File: config.mk
export PLATFORM = sky130hd
export DESIGN_NAME = uad_core
export DESIGN_NICKNAME = d
export VERILOG_FILES = /design/src/uad_pkg.sv /design/src/uad_sync.sv /design/src/uad_core.sv
export SDC_FILE = /design/constraint.sdc
export NUM_CORES = 1
export LEC_CHECK = 0
export ABC_CLOCK_PERIOD_IN_PS = 1880
export BUFFER_PORTS_ARGS = -buffer_cell sky130_fd_sc_hd__buf_4
export CORE_AREA = 2 2 79 156
export CTS_CLUSTER_SIZE = 24
export DETAILED_ROUTE_END_ITERATION = 7
export DIE_AREA = 0 0 81 158
export PLACE_DENSITY = 0.79
export REMOVE_ABC_BUFFERS = 1
export SYNTH_ARGS = -nofsm -noshare
export SYNTH_HDL_FRONTEND = slang
export SYNTH_HIERARCHICAL = 1
export SYNTH_SLANG_ARGS = --single-unit
File: constraint.sdc
create_clock -name mclk_i -period 1.88 [get_ports mclk_i]
set_input_delay 0 -clock mclk_i [delete_from_list [all_inputs] [get_ports mclk_i]]
set_output_delay 0 -clock mclk_i [all_outputs]
set_load 0.01 [all_outputs]
File: src/uad_pkg.sv
package uad_pkg;

  // Reference clock
  localparam int CLK_HZ = 25_000_000;
  localparam int CLK_NS = 40;
  localparam int MS_PER_S = 1000;
  localparam int CYC_PER_MS = CLK_HZ / MS_PER_S;

  // Detection intervals in milliseconds, ID check count and counter widths
  localparam int SDP_MS = 120;
  localparam int CHG_MS = 160;
  localparam int CARKIT_MS = 140;
  localparam int ID_RES_MS = 50;
  localparam int ID_CHECKS = 3;
  localparam int DCD_MS = 600;
  localparam int DCD_MIN_MS = 300;
  localparam int DCD_MAX_MS = 900;
  localparam int I2C_RST_MS = 30;
  localparam int MS_W = 10;
  localparam int LOW_W = 6;

  // Spike suppression; shortest glitch-free hold rounds up
  localparam int SPIKE_NS = 50;
  localparam int SPIKE_CYC = (SPIKE_NS + CLK_NS - 1) / CLK_NS;

  // Serial slave
  localparam logic [6:0] I2C_ADDR = 7'h25;
  localparam logic [3:0] BITS_BYTE = 4'h8;
  localparam logic [3:0] BITS_ACK = 4'h9;
  localparam logic [3:0] BIT_MSB = 4'h7;

  // Synchroniser lanes
  localparam int SYN_SCL = 0;
  localparam int SYN_SDA = 1;
  localparam int SYN_VBUS = 2;
  localparam int SYN_ID = 3;
  localparam int SYN_CONTACT = 4;
  localparam int SYN_SDP = 5;
  localparam int SYN_CDP = 6;
  localparam int SYN_DCP = 7;
  localparam int SYN_CAR = 8;
  localparam int SYN_W = 9;
  localparam logic [8:0] SYN_RST = 9'h003;

  // Detected type bits
  localparam int DT_SDP = 0;
  localparam int DT_CDP = 1;
  localparam int DT_DCP = 2;
  localparam int DT_CAR = 3;

  typedef enum logic [4:0] {
    ST_IDLE = 5'h01,
    ST_BC = 5'h02,
    ST_BC_DONE = 5'h04,
    ST_ID = 5'h08,
    ST_ID_DONE = 5'h10
  } uad_state_type;

endpackage : uad_pkg

File: src/uad_sync.sv
`timescale 1ns/1ns
module uad_sync #(
  parameter int W = 1,
  parameter int STABLE = 2,
  parameter logic [W-1:0] RST_VAL = '0
) (
  input wire logic mclk_i,
  input wire logic rst_i,
  input wire logic [W-1:0] async_i,
  output logic [W-1:0] filt_o
);

  localparam int CW = $clog2(STABLE + 1);

  if (STABLE < 1)
  begin : g_chk
    $error("uad_sync: STABLE must be at least one");
  end

  // One three-stage synchroniser and hold filter per lane
  for (genvar i = 0; i < W; i++)
  begin : g_bit
    typedef struct packed {
      logic s1;
      logic s2;
      logic s3;
      logic out;
      logic [CW-1:0] cnt;
    } uad_sync_state_type;

    uad_sync_state_type q;
    uad_sync_state_type next_q;

    // A change counts only after stages two and three agree for STABLE cycles
    always_comb
    begin
      next_q = q;
      next_q.s1 = async_i[i];
      next_q.s2 = q.s1;
      next_q.s3 = q.s2;
      if (q.s2 == q.s3 && q.s3 != q.out)
      begin
        if (q.cnt == CW'(STABLE - 1))
        begin
          next_q.out = q.s3;
          next_q.cnt = '0;
        end
        else
        begin
          next_q.cnt = q.cnt + 1'b1;
        end
      end
      else
      begin
        next_q.cnt = '0; // Glitch shorter than the hold is dropped
      end
    end

    // Stages start at the idle level so reset release gives no false edge
    always_ff @(posedge mclk_i)
    begin
      if (rst_i)
        q <= '{s1: RST_VAL[i], s2: RST_VAL[i], s3: RST_VAL[i], out: RST_VAL[i], cnt: '0};
      else
        q <= next_q;
    end

    assign filt_o[i] = q.out;

    property p_spike;
      @(posedge mclk_i) disable iff (rst_i)
      (q.out != $past(q.out)) |-> ($past(q.cnt) == CW'(STABLE - 1)) && ($past(q.s3) == q.out);
    endproperty
    a_spike: assert property (p_spike) else $error("filter output changed too early");
  end

endmodule : uad_sync

File: src/uad_core.sv
`timescale 1ns/1ns
module uad_core #(
  parameter int CYC_PER_MS = uad_pkg::CYC_PER_MS,
  parameter int DCD_MS = uad_pkg::DCD_MS,
  parameter int RES_MS = uad_pkg::ID_RES_MS,
  parameter int ID_CHECKS = uad_pkg::ID_CHECKS
) (
  input wire logic mclk_i,
  input wire logic rst_i,
  input wire logic scl_i,
  input wire logic sda_i,
  input wire logic bus_power_in_i,
  input wire logic accessory_id_pin_i,
  input wire logic data_contact_i,
  input wire logic port_sdp_i,
  input wire logic port_cdp_i,
  input wire logic port_dcp_i,
  input wire logic carkit_i,
  input wire logic contact_timeout_enable_i,
  input wire logic manual_switch_select_i,
  input wire logic manual_fet_i,
  input wire logic manual_usb_i,
  output logic fet_close_o,
  output logic usb_switch_close_o,
  output logic irq_n_out_o,
  output logic [3:0] dev_type_o,
  output logic dcd_timeout_o,
  output logic i2c_reset_o,
  output logic sda_o,
  output logic sda_oe_o
);

  localparam int PRE_W = $clog2(CYC_PER_MS);
  localparam int MS_W = uad_pkg::MS_W;
  localparam int LOW_W = uad_pkg::LOW_W;

  if (CYC_PER_MS < 2 || DCD_MS < uad_pkg::DCD_MIN_MS || DCD_MS > uad_pkg::DCD_MAX_MS ||
      RES_MS < 1 || ID_CHECKS < 1 || ID_CHECKS > 4)
  begin : g_chk
    $error("uad_core: parameter out of range");
  end

  typedef struct packed {
    uad_pkg::uad_state_type st;
    logic [PRE_W-1:0] pre;
    logic [MS_W-1:0] ms;
    logic [LOW_W-1:0] lowms;
    logic lowhit;
    logic rstp;
    logic [1:0] idn;
    logic afet;
    logic ausb;
    logic fet;
    logic usb;
    logic irq_n;
    logic dcd_to;
    logic [3:0] dtype;
    logic scl_q;
    logic sda_q;
    logic act;
    logic addr_ph;
    logic rd;
    logic nack;
    logic sda_oe;
    logic sda_d;
    logic [3:0] bcnt;
    logic [7:0] sh;
    logic [7:0] tx;
  } uad_core_state_type;

  localparam uad_core_state_type RST = '{st: uad_pkg::ST_IDLE, irq_n: 1'b1, scl_q: 1'b1,
                                          sda_q: 1'b1, default: '0};

  uad_core_state_type q;
  uad_core_state_type next_q;
  logic [uad_pkg::SYN_W-1:0] syn;
  logic tick;
  logic scl;
  logic sda;
  logic vbus;
  logic idat;
  logic [7:0] status;

  // Every detection and serial pin goes through the filter; the timeout enable and manual inputs do not
  uad_sync #(
    .W(uad_pkg::SYN_W),
    .STABLE(uad_pkg::SPIKE_CYC),
    .RST_VAL(uad_pkg::SYN_RST)
  ) u_sync (
    .mclk_i(mclk_i),
    .rst_i(rst_i),
    .async_i({carkit_i, port_dcp_i, port_cdp_i, port_sdp_i, data_contact_i,
              accessory_id_pin_i, bus_power_in_i, sda_i, scl_i}),
    .filt_o(syn)
  );

  assign scl = syn[uad_pkg::SYN_SCL];
  assign sda = syn[uad_pkg::SYN_SDA];
  assign vbus = syn[uad_pkg::SYN_VBUS];
  assign idat = syn[uad_pkg::SYN_ID];
  assign tick = (q.pre == PRE_W'(CYC_PER_MS - 1));
  assign status = {q.dcd_to, ~q.irq_n, vbus, idat, q.dtype};

  always_comb
  begin
    next_q = q;
    next_q.rstp = 1'b0;
    next_q.sda_d = 1'b0;
    // Millisecond prescaler; clearing it on an event only lengthens a count
    next_q.pre = tick ? '0 : q.pre + 1'b1;

    // Both serial lines low: counting whole milliseconds guarantees the full hold
    if (!scl && !sda)
    begin
      if (tick && !q.lowhit)
      begin
        if (q.lowms == LOW_W'(uad_pkg::I2C_RST_MS))
        begin
          next_q.lowhit = 1'b1;
          next_q.rstp = 1'b1;
        end
        else
        begin
          next_q.lowms = q.lowms + 1'b1;
        end
      end
    end
    else
    begin
      next_q.lowms = '0;
      next_q.lowhit = 1'b0;
    end

    // Detection sequencer
    case (q.st)
      uad_pkg::ST_IDLE:
      begin
        next_q.ms = '0;
        if (!idat)
          next_q.irq_n = 1'b1;
        if (vbus)
        begin
          next_q.st = uad_pkg::ST_BC;
          next_q.pre = '0;
        end
        else if (idat)
        begin
          next_q.st = uad_pkg::ST_ID;
          next_q.pre = '0;
          next_q.idn = '0;
        end
      end
      uad_pkg::ST_BC:
      begin
        if (!vbus)
        begin
          next_q.st = uad_pkg::ST_IDLE;
          next_q.afet = 1'b0;
          next_q.ausb = 1'b0;
          next_q.dtype = '0;
          next_q.dcd_to = 1'b0;
        end
        else if (tick)
        begin
          next_q.ms = q.ms + 1'b1;
          if (q.ms == MS_W'(uad_pkg::SDP_MS - 1) && syn[uad_pkg::SYN_SDP])
          begin
            next_q.afet = 1'b1;
            next_q.ausb = 1'b1;
            next_q.dtype[uad_pkg::DT_SDP] = 1'b1;
            next_q.st = uad_pkg::ST_BC_DONE;
          end
          else if (q.ms == MS_W'(uad_pkg::CARKIT_MS - 1) && syn[uad_pkg::SYN_CAR])
          begin
            next_q.dtype[uad_pkg::DT_CAR] = 1'b1;
            next_q.st = uad_pkg::ST_BC_DONE;
          end
          else if (q.ms == MS_W'(uad_pkg::CHG_MS - 1) &&
                   (syn[uad_pkg::SYN_CDP] || syn[uad_pkg::SYN_DCP]))
          begin
            // A dedicated port wins over a charging one and keeps USB open
            next_q.afet = 1'b1;
            next_q.ausb = !syn[uad_pkg::SYN_DCP];
            next_q.dtype[uad_pkg::DT_DCP] = syn[uad_pkg::SYN_DCP];
            next_q.dtype[uad_pkg::DT_CDP] = !syn[uad_pkg::SYN_DCP];
            next_q.st = uad_pkg::ST_BC_DONE;
          end
          else if (q.ms == MS_W'(DCD_MS - 1) && contact_timeout_enable_i &&
                   !syn[uad_pkg::SYN_CONTACT])
          begin
            next_q.dcd_to = 1'b1;
            next_q.st = uad_pkg::ST_BC_DONE;
          end
          else if (q.ms == '1)
          begin
            next_q.ms = q.ms; // Saturate while timeout is disabled or data contact was seen
          end
        end
      end
      uad_pkg::ST_BC_DONE:
      begin
        if (!vbus)
        begin
          next_q.st = uad_pkg::ST_IDLE;
          next_q.afet = 1'b0;
          next_q.ausb = 1'b0;
          next_q.dtype = '0;
          next_q.dcd_to = 1'b0;
        end
      end
      uad_pkg::ST_ID:
      begin
        if (vbus)
        begin
          next_q.st = uad_pkg::ST_BC;
          next_q.ms = '0;
          next_q.pre = '0;
        end
        else if (!idat)
        begin
          next_q.st = uad_pkg::ST_IDLE;
        end
        else if (tick)
        begin
          // One resistance check per interval, interrupt after the last
          if (q.ms == MS_W'(RES_MS - 1))
          begin
            next_q.ms = '0;
            if (q.idn == 2'(ID_CHECKS - 1))
            begin
              next_q.irq_n = 1'b0;
              next_q.st = uad_pkg::ST_ID_DONE;
            end
            else
            begin
              next_q.idn = q.idn + 1'b1;
            end
          end
          else
          begin
            next_q.ms = q.ms + 1'b1;
          end
        end
      end
      uad_pkg::ST_ID_DONE:
      begin
        if (!idat)
        begin
          next_q.irq_n = 1'b1;
          next_q.st = uad_pkg::ST_IDLE;
        end
        else if (vbus)
        begin
          next_q.st = uad_pkg::ST_BC;
          next_q.ms = '0;
          next_q.pre = '0;
        end
      end
      default:
      begin
        next_q.st = uad_pkg::ST_IDLE;
      end
    endcase

    // Serial slave: start, stop, then bit edges of the filtered clock
    next_q.scl_q = scl;
    next_q.sda_q = sda;
    if (q.scl_q && scl && q.sda_q && !sda)
    begin
      next_q.act = 1'b1;
      next_q.addr_ph = 1'b1;
      next_q.bcnt = '0;
      next_q.nack = 1'b0;
      next_q.sda_oe = 1'b0;
    end
    else if (q.scl_q && scl && !q.sda_q && sda)
    begin
      next_q.act = 1'b0;
      next_q.sda_oe = 1'b0;
    end
    else if (q.act && !q.scl_q && scl)
    begin
      if (q.bcnt < uad_pkg::BITS_BYTE)
        next_q.sh = {q.sh[6:0], sda};
      else
        next_q.nack = sda;
      next_q.bcnt = q.bcnt + 1'b1;
    end
    else if (q.act && q.scl_q && !scl)
    begin
      if (q.bcnt == uad_pkg::BITS_BYTE)
      begin
        if (q.addr_ph)
        begin
          if (q.sh[7:1] == uad_pkg::I2C_ADDR)
          begin
            next_q.sda_oe = 1'b1;
            next_q.rd = q.sh[0];
          end
          else
          begin
            next_q.act = 1'b0; // Other address: stay off the bus
          end
        end
        else
        begin
          next_q.sda_oe = !q.rd; // Master acknowledges read bytes
        end
      end
      else if (q.bcnt == uad_pkg::BITS_ACK)
      begin
        next_q.bcnt = '0;
        next_q.addr_ph = 1'b0;
        if (q.rd && !(q.nack && !q.addr_ph))
        begin
          next_q.tx = status;
          next_q.sda_oe = !status[7];
        end
        else
        begin
          next_q.sda_oe = 1'b0;
          next_q.act = q.rd ? 1'b0 : q.act;
        end
      end
      else if (q.rd && !q.addr_ph)
      begin
        next_q.sda_oe = !q.tx[3'(uad_pkg::BIT_MSB - q.bcnt)];
      end
    end

    // Line-held reset clears detection and the slave, not the line monitor
    if (q.rstp)
    begin
      next_q = '{st: uad_pkg::ST_IDLE, pre: q.pre, lowms: q.lowms, lowhit: q.lowhit,
                 irq_n: 1'b1, scl_q: scl, sda_q: sda, default: '0};
    end

    // Manual select overrides the automatic result
    next_q.fet = manual_switch_select_i ? manual_fet_i : next_q.afet;
    next_q.usb = manual_switch_select_i ? manual_usb_i : next_q.ausb;
  end

  always_ff @(posedge mclk_i)
  begin
    if (rst_i)
      q <= RST;
    else
      q <= next_q;
  end

  assign fet_close_o = q.fet;
  assign usb_switch_close_o = q.usb;
  assign irq_n_out_o = q.irq_n;
  assign dev_type_o = q.dtype;
  assign dcd_timeout_o = q.dcd_to;
  assign i2c_reset_o = q.rstp;
  assign sda_o = q.sda_d;
  assign sda_oe_o = q.sda_oe;

  property p_addr;
    @(posedge mclk_i) disable iff (rst_i)
    (q.addr_ph && q.sda_oe && !$past(q.sda_oe)) |-> (q.sh[7:1] == uad_pkg::I2C_ADDR);
  endproperty
  a_addr: assert property (p_addr) else $error("acknowledged a foreign address");

  property p_lowrst;
    @(posedge mclk_i) disable iff (rst_i)
    q.rstp |-> (q.lowms == LOW_W'(uad_pkg::I2C_RST_MS)) && q.lowhit && $past(!scl && !sda);
  endproperty
  a_lowrst: assert property (p_lowrst) else $error("line reset before full hold");

  property p_sdp;
    @(posedge mclk_i) disable iff (rst_i)
    (q.afet && !$past(q.afet) && q.dtype[uad_pkg::DT_SDP]) |-> q.ausb &&
    (q.ms == MS_W'(uad_pkg::SDP_MS));
  endproperty
  a_sdp: assert property (p_sdp) else $error("standard port closed at wrong time");

  property p_chg;
    @(posedge mclk_i) disable iff (rst_i)
    (q.afet && !$past(q.afet) && (q.dtype[uad_pkg::DT_CDP] || q.dtype[uad_pkg::DT_DCP])) |->
    (q.ms == MS_W'(uad_pkg::CHG_MS));
  endproperty
  a_chg: assert property (p_chg) else $error("charging port closed at wrong time");

  property p_car;
    @(posedge mclk_i) disable iff (rst_i)
    $rose(q.dtype[uad_pkg::DT_CAR]) |-> (q.ms == MS_W'(uad_pkg::CARKIT_MS)) && !q.afet;
  endproperty
  a_car: assert property (p_car) else $error("car kit flagged at wrong time");

  property p_idirq;
    @(posedge mclk_i) disable iff (rst_i)
    $fell(q.irq_n) |-> (q.st == uad_pkg::ST_ID_DONE) && !$past(vbus) && $past(idat) &&
    (q.idn == 2'(ID_CHECKS - 1)) && ($past(q.ms) == MS_W'(RES_MS - 1));
  endproperty
  a_idirq: assert property (p_idirq) else $error("interrupt before last check");

  property p_dcd;
    @(posedge mclk_i) disable iff (rst_i)
    $rose(q.dcd_to) |-> (q.ms == MS_W'(DCD_MS)) && $past(contact_timeout_enable_i);
  endproperty
  a_dcd: assert property (p_dcd) else $error("contact timeout misfired");

  property p_dcp;
    @(posedge mclk_i) disable iff (rst_i)
    (q.dtype[uad_pkg::DT_DCP] && !$past(manual_switch_select_i)) |-> !q.usb;
  endproperty
  a_dcp: assert property (p_dcp) else $error("USB closed on dedicated port");

  property p_man;
    @(posedge mclk_i) disable iff (rst_i)
    manual_switch_select_i |=> (q.fet == $past(manual_fet_i)) && (q.usb == $past(manual_usb_i));
  endproperty
  a_man: assert property (p_man) else $error("manual settings not applied");

endmodule : uad_core

After elaboration in Yosys (flattened, before gate mapping). Cells that the tools add are included.

Reduce and logical (&&, ||, !) cells: 94. Equality and inequality tests: 87. Bitwise operators: 18. Add/subtract/negate cells: 15. Magnitude comparators: 2. Mux-type cells: 118.

Operator list (number): 2-to-1 mux 10 bit (11); 2-to-1 mux 5 bit (16); 2-to-1 mux 8 bit (8); 2-to-1 mux 20 bit (3); one-hot mux 15 bit (3 select lines) (1); one-hot mux 10 bit (4 select lines) (1); 2-to-1 mux 2 bit (19); 2-to-1 mux 38 bit (1); 2-to-1 mux 1 bit (36); AND reduction 7 bit (5); 2-to-1 mux 15 bit (2); 2-to-1 mux 30 bit (1); OR reduction 3 bit (10); logical AND 1 bit (28); inequality test 2 bit (second input constant) (14); inequality test 3 bit (second input constant) (9); 2-to-1 mux 25 bit (1); one-hot mux 5 bit (5 select lines) (1); 2-to-1 mux 4 bit (6); AND reduction 8 bit (3); adder 2 x 1 -> 2 bit (second input constant) (10); equality test 10 bit (second input constant) (2); equality test 10 x 8 -> 1 bit (second input constant) (2); equality test 2 x 1 -> 1 bit (second input constant) (9); other kinds (48) (135).

Output and inout bits: 11. Input port bits: 15. Bits in registers: 132. Word-level logic and storage cells: 406.

Logic depth before layout (Yosys ltp). Gate-level depths: netlist (run 1).

Depth in word-level cells: 13. Gate-level depth with buffers: 9. Gate-level depth less buffers: 8.

Cells and area by module. The synthesis (run 1) kept the hierarchy.

By module, submodules not included: uad_core (seq. area each 1541.5 um2, cells an instance 525, instances 1, area an instance 4201.5 um2); uad_sync (seq. area each 1081.0 um2, cells an instance 202, instances 1, area an instance 2033.2 um2).

Least setup slack after synthesis (run 1). No wires, ideal clock.

Kind: reg2reg. Start point: reg q[58] in the netlist's numbering. End point: reg q[45] in the netlist's numbering. Arrival time: 2.006 ns. Buffers on the path: 2. Period minus slack after synthesis: 2.076 ns. Setup slack: -0.196 ns. Stages on the path, launching flop included: 10. Setup time: 0.070 ns. Required time: 1.810 ns. Cell sequence: dfxtp_1 > ha_1 > and3_1 > and4_1 > buf_4 > a311o_2 > nand2b_1 > buf_6 > or4_1 > a21oi_1.

Longest elaborated chain between the ends: 4.

RTL lines: from (decl) (line uad_core.sv:74) `uad_core_state_type q;`; from (signal assigned) (line uad_core.sv:348) `q <= next_q;`; equality test 15 bit (line uad_core.sv:101) `assign tick = (q.pre == PRE_W'(CYC_PER_MS - 1));`; logical AND 1 bit (line uad_core.sv:115) `if (tick && !q.lowhit)`; inequality test 2 x 1 -> 1 bit (no line); AND reduction 3 bit (no line).

Every way passes these cells. A chain may end at the register's enable or synchronous reset.

Worst setup path in the final report (run 1).
Start point: reg q[51] in the netlist's numbering. End point: reg q[38] in the netlist's numbering.

Longest elaborated chain between the ends: 3.

RTL lines: equality test 10 x 6 -> 1 bit (line uad_core.sv:226) `if (q.ms == MS_W'(RES_MS - 1))`; inequality test 2 bit (no line); AND reduction 8 bit (no line).

Every way passes these cells.

==> flow_summary.ini, run 1 <==
[global_route]
grt_usage_pct = 28.5
grt_max_degree = 28
overflow = 0
antenna_found_initial = 0
first_global_vias = 6252
grt_pass1_wl_um = 28200

[synth]
synth_top_area_cell = dfxtp_1
synth_top_family_by_area = simple AND/OR/NAND/NOR gates
synthCells = 727
synth_compound_area_share_pct = 14.2
synth_xor_area_share_pct = 1.83
ys.flop_type = dfxtp_1
synth-simple-area-share_pct = 29.6
async_reset_ff_share_pct = 0
yosysTopAreaCellShare_pct = 42.1
ys_warn_count = 6
synth_edf_count = 0
ys_seq_area_share_pct = 42.1
synth.most_common_cell = dfxtp_1
ys_types = 68
synth_mux_area_share_pct = 2.65
synth_area_leaders = dfxtp_1, nor2_1, a21oi_1
ys_top_cells_by_count = dfxtp_1, nor2_1, nand2_1, a21oi_1, inv_1
ys_ff_latch = 131
avgSynthCellArea_um2 = 8.58
synth-adder-area-share_pct = 3.41
synth_area_um2 = 6230

[sta]
finClkSkew_ns = 0.00714
relSlewSlack_pct = 58.5
fin_ws_ns = -0.173
min_period_ns = 2.05
rsz0062_at_grt = yes
worst_slew_pin_slew_ns = 0.618
hold_viol_final = 0
min_period_over_period_pct = 109
slew_viol_final = 0
finalSetupViolations = 30
clock.fmax_mhz = 487

[route]
drt-initial-drc-count = 388
remaining_drc_errors = 0
detail_route.first_pass.iterations = 5
vias_per_cell = 5.96
avgRoutedWirePerCell_um = 17.3
vias = 6111
drt-total-wl_um = 17700
ant_nets = 0

[final_layout]
nNetsFinal = 900
synthToLayoutAreaGrowth_pct = 37.0
final_area_um2 = 8540
fillers = 839
drive_above_1_share_pct = 33.0
post-route-util_pct = 73.4
diodes = 0
finalNonFillerCells = 1026

[cts]
clock_path_buffers = 2
clock_latency_ns = 0.41
cts-root-buf = clkbuf_16
tritoncts = built
htree_levels = 4
numCtsBuffers = 17
clkTransAtPathRegs_ns = 0.06
cts_sinks = 131

[place]
dp_cells = 963
gp_congestion = 0.928
postPlaceCellArea_um2 = 7150
place.detailed.hpwl_um = 11700
port_buffers = 24

[floorplan]
dieArea_um2 = 12800
die_y_um = 158
ios = 26
die_x_um = 81
core-area_um2 = 11600
rows = 56
start_util_pct = 53.6

[setup_path]
crit_type = flop to flop
critPathLaunchType = flop
cp_max_fo = 3
worstPathRequired_ns = 2.17
critPathArrivalTime_ns = 2.34
cp-end-kind = flop

[outcome]
violations = negative setup slack
status = finished with violations

[min_path]
holdCritPathClass = primary input to flop

[power_and_ir_drop]
ir_drop_mv = 0.678
power_density_nw_per_um2 = 718
leakage_nw = 3.32

[run]
maxCapViolations = 0
## where the power goes
part | switching (mW) | internal [mW] | total (mW)
clock | 1.29 | 1.82 | 3.11
combinational | 0.0893 | 0.102 | 0.191
sequential | 0.0223 | 2.81 | 2.83
## final cells by class
class / instances / area [µm²] / area share [%]
multi-input combinational: 525 / 3700 / 43.4
sequential: 131 / 2640 / 31.0
timing repair buffer: 163 / 1340 / 15.7
clock buffer: 17 / 425 / 4.98
tap: 145 / 181 / 2.12
clock inverter: 15 / 136 / 1.60
inverter: 30 / 113 / 1.32
## flip-flops by register name (all words and copies together), names as in the netlist
register and flops:
sda_oe_o 1, i2c_reset_o 1, u_sync/filt_o 9, fet_close_o 1
usb_switch_close_o 1, irq_n_out_o 1, q 67, dev_type_o 4
dcd_timeout_o 1, u_sync/g_bit.next_q 18, u_sync/g_bit.q 27
## cells by family after synthesis
| group | count (synthesis) |
|---|---|
| AND/OR/NAND/NOR | 339 |
| adder cells (fa/ha/maj) | 17 |
| AO/OA/AOI/OAI | 141 |
| other | 1 |
| flip-flops | 131 |
| XOR/XNOR | 13 |
| buffers and inverters | 71 |
| multiplexers | 14 |
## final timing paths
kind | from | to | slack (ns) | cells past startpoint
worst max-delay path | q[51] | q[38] | -0.17 | 8
worst max register to register | q[51] | q[38] | -0.17 | 8
worst min register to register | u_sync/g_bit[0].next_q[4] | u_sync/g_bit[0].next_q[3] | 0.42 | 1
worst min-delay path | scl_i | u_sync/g_bit[0].next_q[4] | 0.32 | 3
## layout by cell type (no fill, tap or decap), types with 5 or more instances in the layout
| master | count |
|---|---|
| nand2b_1 | 7 |
| dfxtp_1 | 116 |
| dfxtp_2 | 14 |
| xor2_1 | 9 |
| nor2_4 | 7 |
| ha_1 | 15 |
| a31oi_1 | 5 |
| clkbuf_16 | 17 |
| nand4_1 | 9 |
| nor2_2 | 6 |
| nand2_1 | 61 |
| and3_1 | 6 |
| inv_1 | 30 |
| o22ai_2 | 5 |
| and2b_1 | 8 |
| nand3_1 | 25 |
| buf_6 | 18 |
| clkinvlp_4 | 6 |
| a21oi_1 | 48 |
| or2_2 | 8 |
| buf_4 | 130 |
| nor3_1 | 11 |
| and3b_1 | 11 |
| or3_1 | 13 |
| a21o_1 | 9 |
| nand3b_1 | 9 |
| dlygate4sd3_1 | 14 |
| mux2i_1 | 12 |
| nor2_1 | 68 |
| nor2b_1 | 21 |
| nor4_1 | 18 |
| a21oi_2 | 8 |
| o21ai_0 | 20 |
## worst max-delay path, cell delays in order, from the launching register on
cell and delay [ns]:
dfxtp_2 0.33, or3_4 0.40, buf_6 0.13, nor4_4 0.20, buf_4 0.16, nand4b_1 0.16
a21oi_2 0.26, mux2i_1 0.23, nor2_1 0.06
## through the flow
stage                     hold WS (ns)  total power [mW]  TNS (ns)  setup WS [ns]
after detailed placement         0.188              3.04     -6.42         -0.301
after global placement           0.182              3.03     -4.13         -0.251
after global routing             0.335              6.31     -4.52         -0.230
after CTS                        0.323              6.15     -1.14         -0.144
final                            0.321              6.13     -2.25         -0.173
after floorplan                 0.0691              2.94     -4.97         -0.232
## routing by layer
layer / routed length, µm / track usage, %
met5: 0 / 0
met4: 1190 / 19.9
met3: 721 / 5.64
met2: 9690 / 53.7
met1: 6140 / 26.1
## timing repair
action                     4_1_cts  5_1_grt
gates cloned                     1        0
hold buffers                    14        0
setup buffers                   13        3
hold endpoints to repair        20        0
pin swaps                       54       24
setup endpoints to repair       51       58
gates resized for setup         97       40
(Power assumes the default switching activity.)
==> run 2: changes to the inputs <==
- GPL_TIMING_DRIVEN: not set -> 0
==> flow_summary.ini, run 2 (synthesis results as in run 1) <==
[sta]
worst_slew_pin_slew_ns = 0.781
timing.setup.tns_ns = -4.64
hold_ws_ns = 0.113
finClkSkew_ns = 0.00923
slew_viol_final = 0
relSlewSlack_pct = 47.4
min_period_ns = 2.09
fin_ws_ns = -0.212
rsz0062_at_grt = yes
min_period_over_period_pct = 111
finalSetupViolations = 44
clock.fmax_mhz = 478
hold_viol_final = 0

[final_layout]
fillers = 832
largest_reg_flops = 67
nNetsFinal = 834
final_common_cell = dfxtp_1
multi_input_area_um2 = 3690
diodes = 0
top_register = q
synthToLayoutAreaGrowth_pct = 29.2
final_area_um2 = 8050
drive_above_1_share_pct = 29.5
mostFrequentLayoutCells = dfxtp_1, nor2_1, buf_4, nand2_1, a21oi_1
regArea_um2 = 2700

[global_route]
antenna_found_initial = 0
grt_usage_pct = 26.0
first_global_vias = 5699
overflow = 0
grt_pass1_wl_um = 25800
grt_max_degree = 73

[setup_path]
cp_max_fo = 4
crit_path_max_incr_delay_ns = 0.56
cp_num_buf_inv = 0
cpMaxStageDelayCell = or4b_4
critPathArrivalTime_ns = 2.38
cp_cell_sequence = or4b_4, nor4b_4, nand3_1, a21o_1, a21oi_2, o31ai_1
cp-end-kind = flop
worstPathRequired_ns = 2.17
crit_type = flop to flop
critPathLaunchType = flop
cp_top_family = simple AND/OR/NAND/NOR gates

[floorplan]
start_util_pct = 53.6
dieArea_um2 = 12800
core-area_um2 = 11600
die_y_um = 158
rows = 56
die_x_um = 81
ios = 26

[route]
remaining_drc_errors = 0
drt-total-wl_um = 17100
ant_nets = 0
drt-initial-drc-count = 532
vias_per_cell = 6.20
vias = 5944
detail_route.first_pass.iterations = 6
avgRoutedWirePerCell_um = 17.8

[place]
postPlaceCellArea_um2 = 6330
port_buffers = 24
gp_congestion = 0.949
place.detailed.hpwl_um = 9670
post-place-ws_ns = -1.09

[cts]
cts-root-buf = clkbuf_16
clkTransAtPathRegs_ns = 0.06
htree_levels = 4
cts_sinks = 131
tritoncts = built
clock_path_buffers = 2
numCtsBuffers = 17
clock_latency_ns = 0.42

[min_path]
holdCritPathClass = primary input to flop

[power_and_ir_drop]
finalPower_mw = 6.11
power_density_nw_per_um2 = 759
ir_drop_mv = 0.731
leakage_nw = 3.02

[outcome]
status = finished with violations
violations = negative setup slack

[run]
maxCapViolations = 0
run 2: changes by cell type in the layout (fill, tap and decap cells not counted), sizes merged:
cell	change
nand2b	+1
clkbuf	+2
nand2	+1
dlygate4sd3	-2
clkinvlp	-3
buf	-66
run 2: layer usage:
metal	vias to the layer above	GRT usage [%]	part of all wire, %
li1	2723	-	-
met1	2866	25.3	36
met2	263	46.1	52
met3	92	6.56	5.2
met4	0	18.8	6.5
met5	-	0	0
run 2: repair_timing:
action,CTS,global route
buffers inserted,34,26
pin swaps,48,43
hold buffers,12,0
endpoints found under the setup margin,74,66
resized for setup,109,52
endpoints found under the hold margin,11,0
gates cloned,1,1
run 2: area by class of cell:
class / count / share of cell area [%]
Multi-Input combinational cell: 527 / 45.8
Sequential cell: 131 / 33.5
Timing Repair Buffer: 95 / 10.1
Clock buffer: 19 / 5.62
Tap cell: 145 / 2.25
Inverter: 30 / 1.40
Clock inverter: 12 / 1.34
run 2: power breakdown:
part	switching [mW]	internal, mW
registers	0.0227	2.79
clock network	1.25	1.88
logic	0.0839	0.0865
total	1.36	4.76
run 2: worst paths after layout:
| kind | from | end | slack (ns) | cells after the start |
|---|---|---|---|---|
| worst max-delay path | q[56] | usb_switch_close_o | -0.21 | 6 |
| worst min-delay path | rst_i | q[42] | 0.11 | 2 |
| worst max register to register | q[56] | usb_switch_close_o | -0.21 | 6 |
| worst min register to register | u_sync/g_bit[0].next_q[4] | u_sync/g_bit[0].next_q[3] | 0.42 | 1 |
run 2: through the flow:
| stage | cells | utilization (%) |
|---|---|---|
| 2_1_floorplan | 686 | - |
| 3_5_place_dp | 855 | 54.4 |
| 6_report | 959 | 69.2 |
| 5_1_grt | 959 | 69.2 |
| 4_1_cts | 933 | 65.9 |
| 3_3_place_gp | 855 | 54.4 |
run 2: worst reg2reg max path, cell delays in order (launching register included):
cell	delay, ns
dfxtp_4	0.35
or4b_4	0.56
nor4b_4	0.36
nand3_1	0.13
a21o_1	0.24
a21oi_2	0.22
o31ai_1	0.11
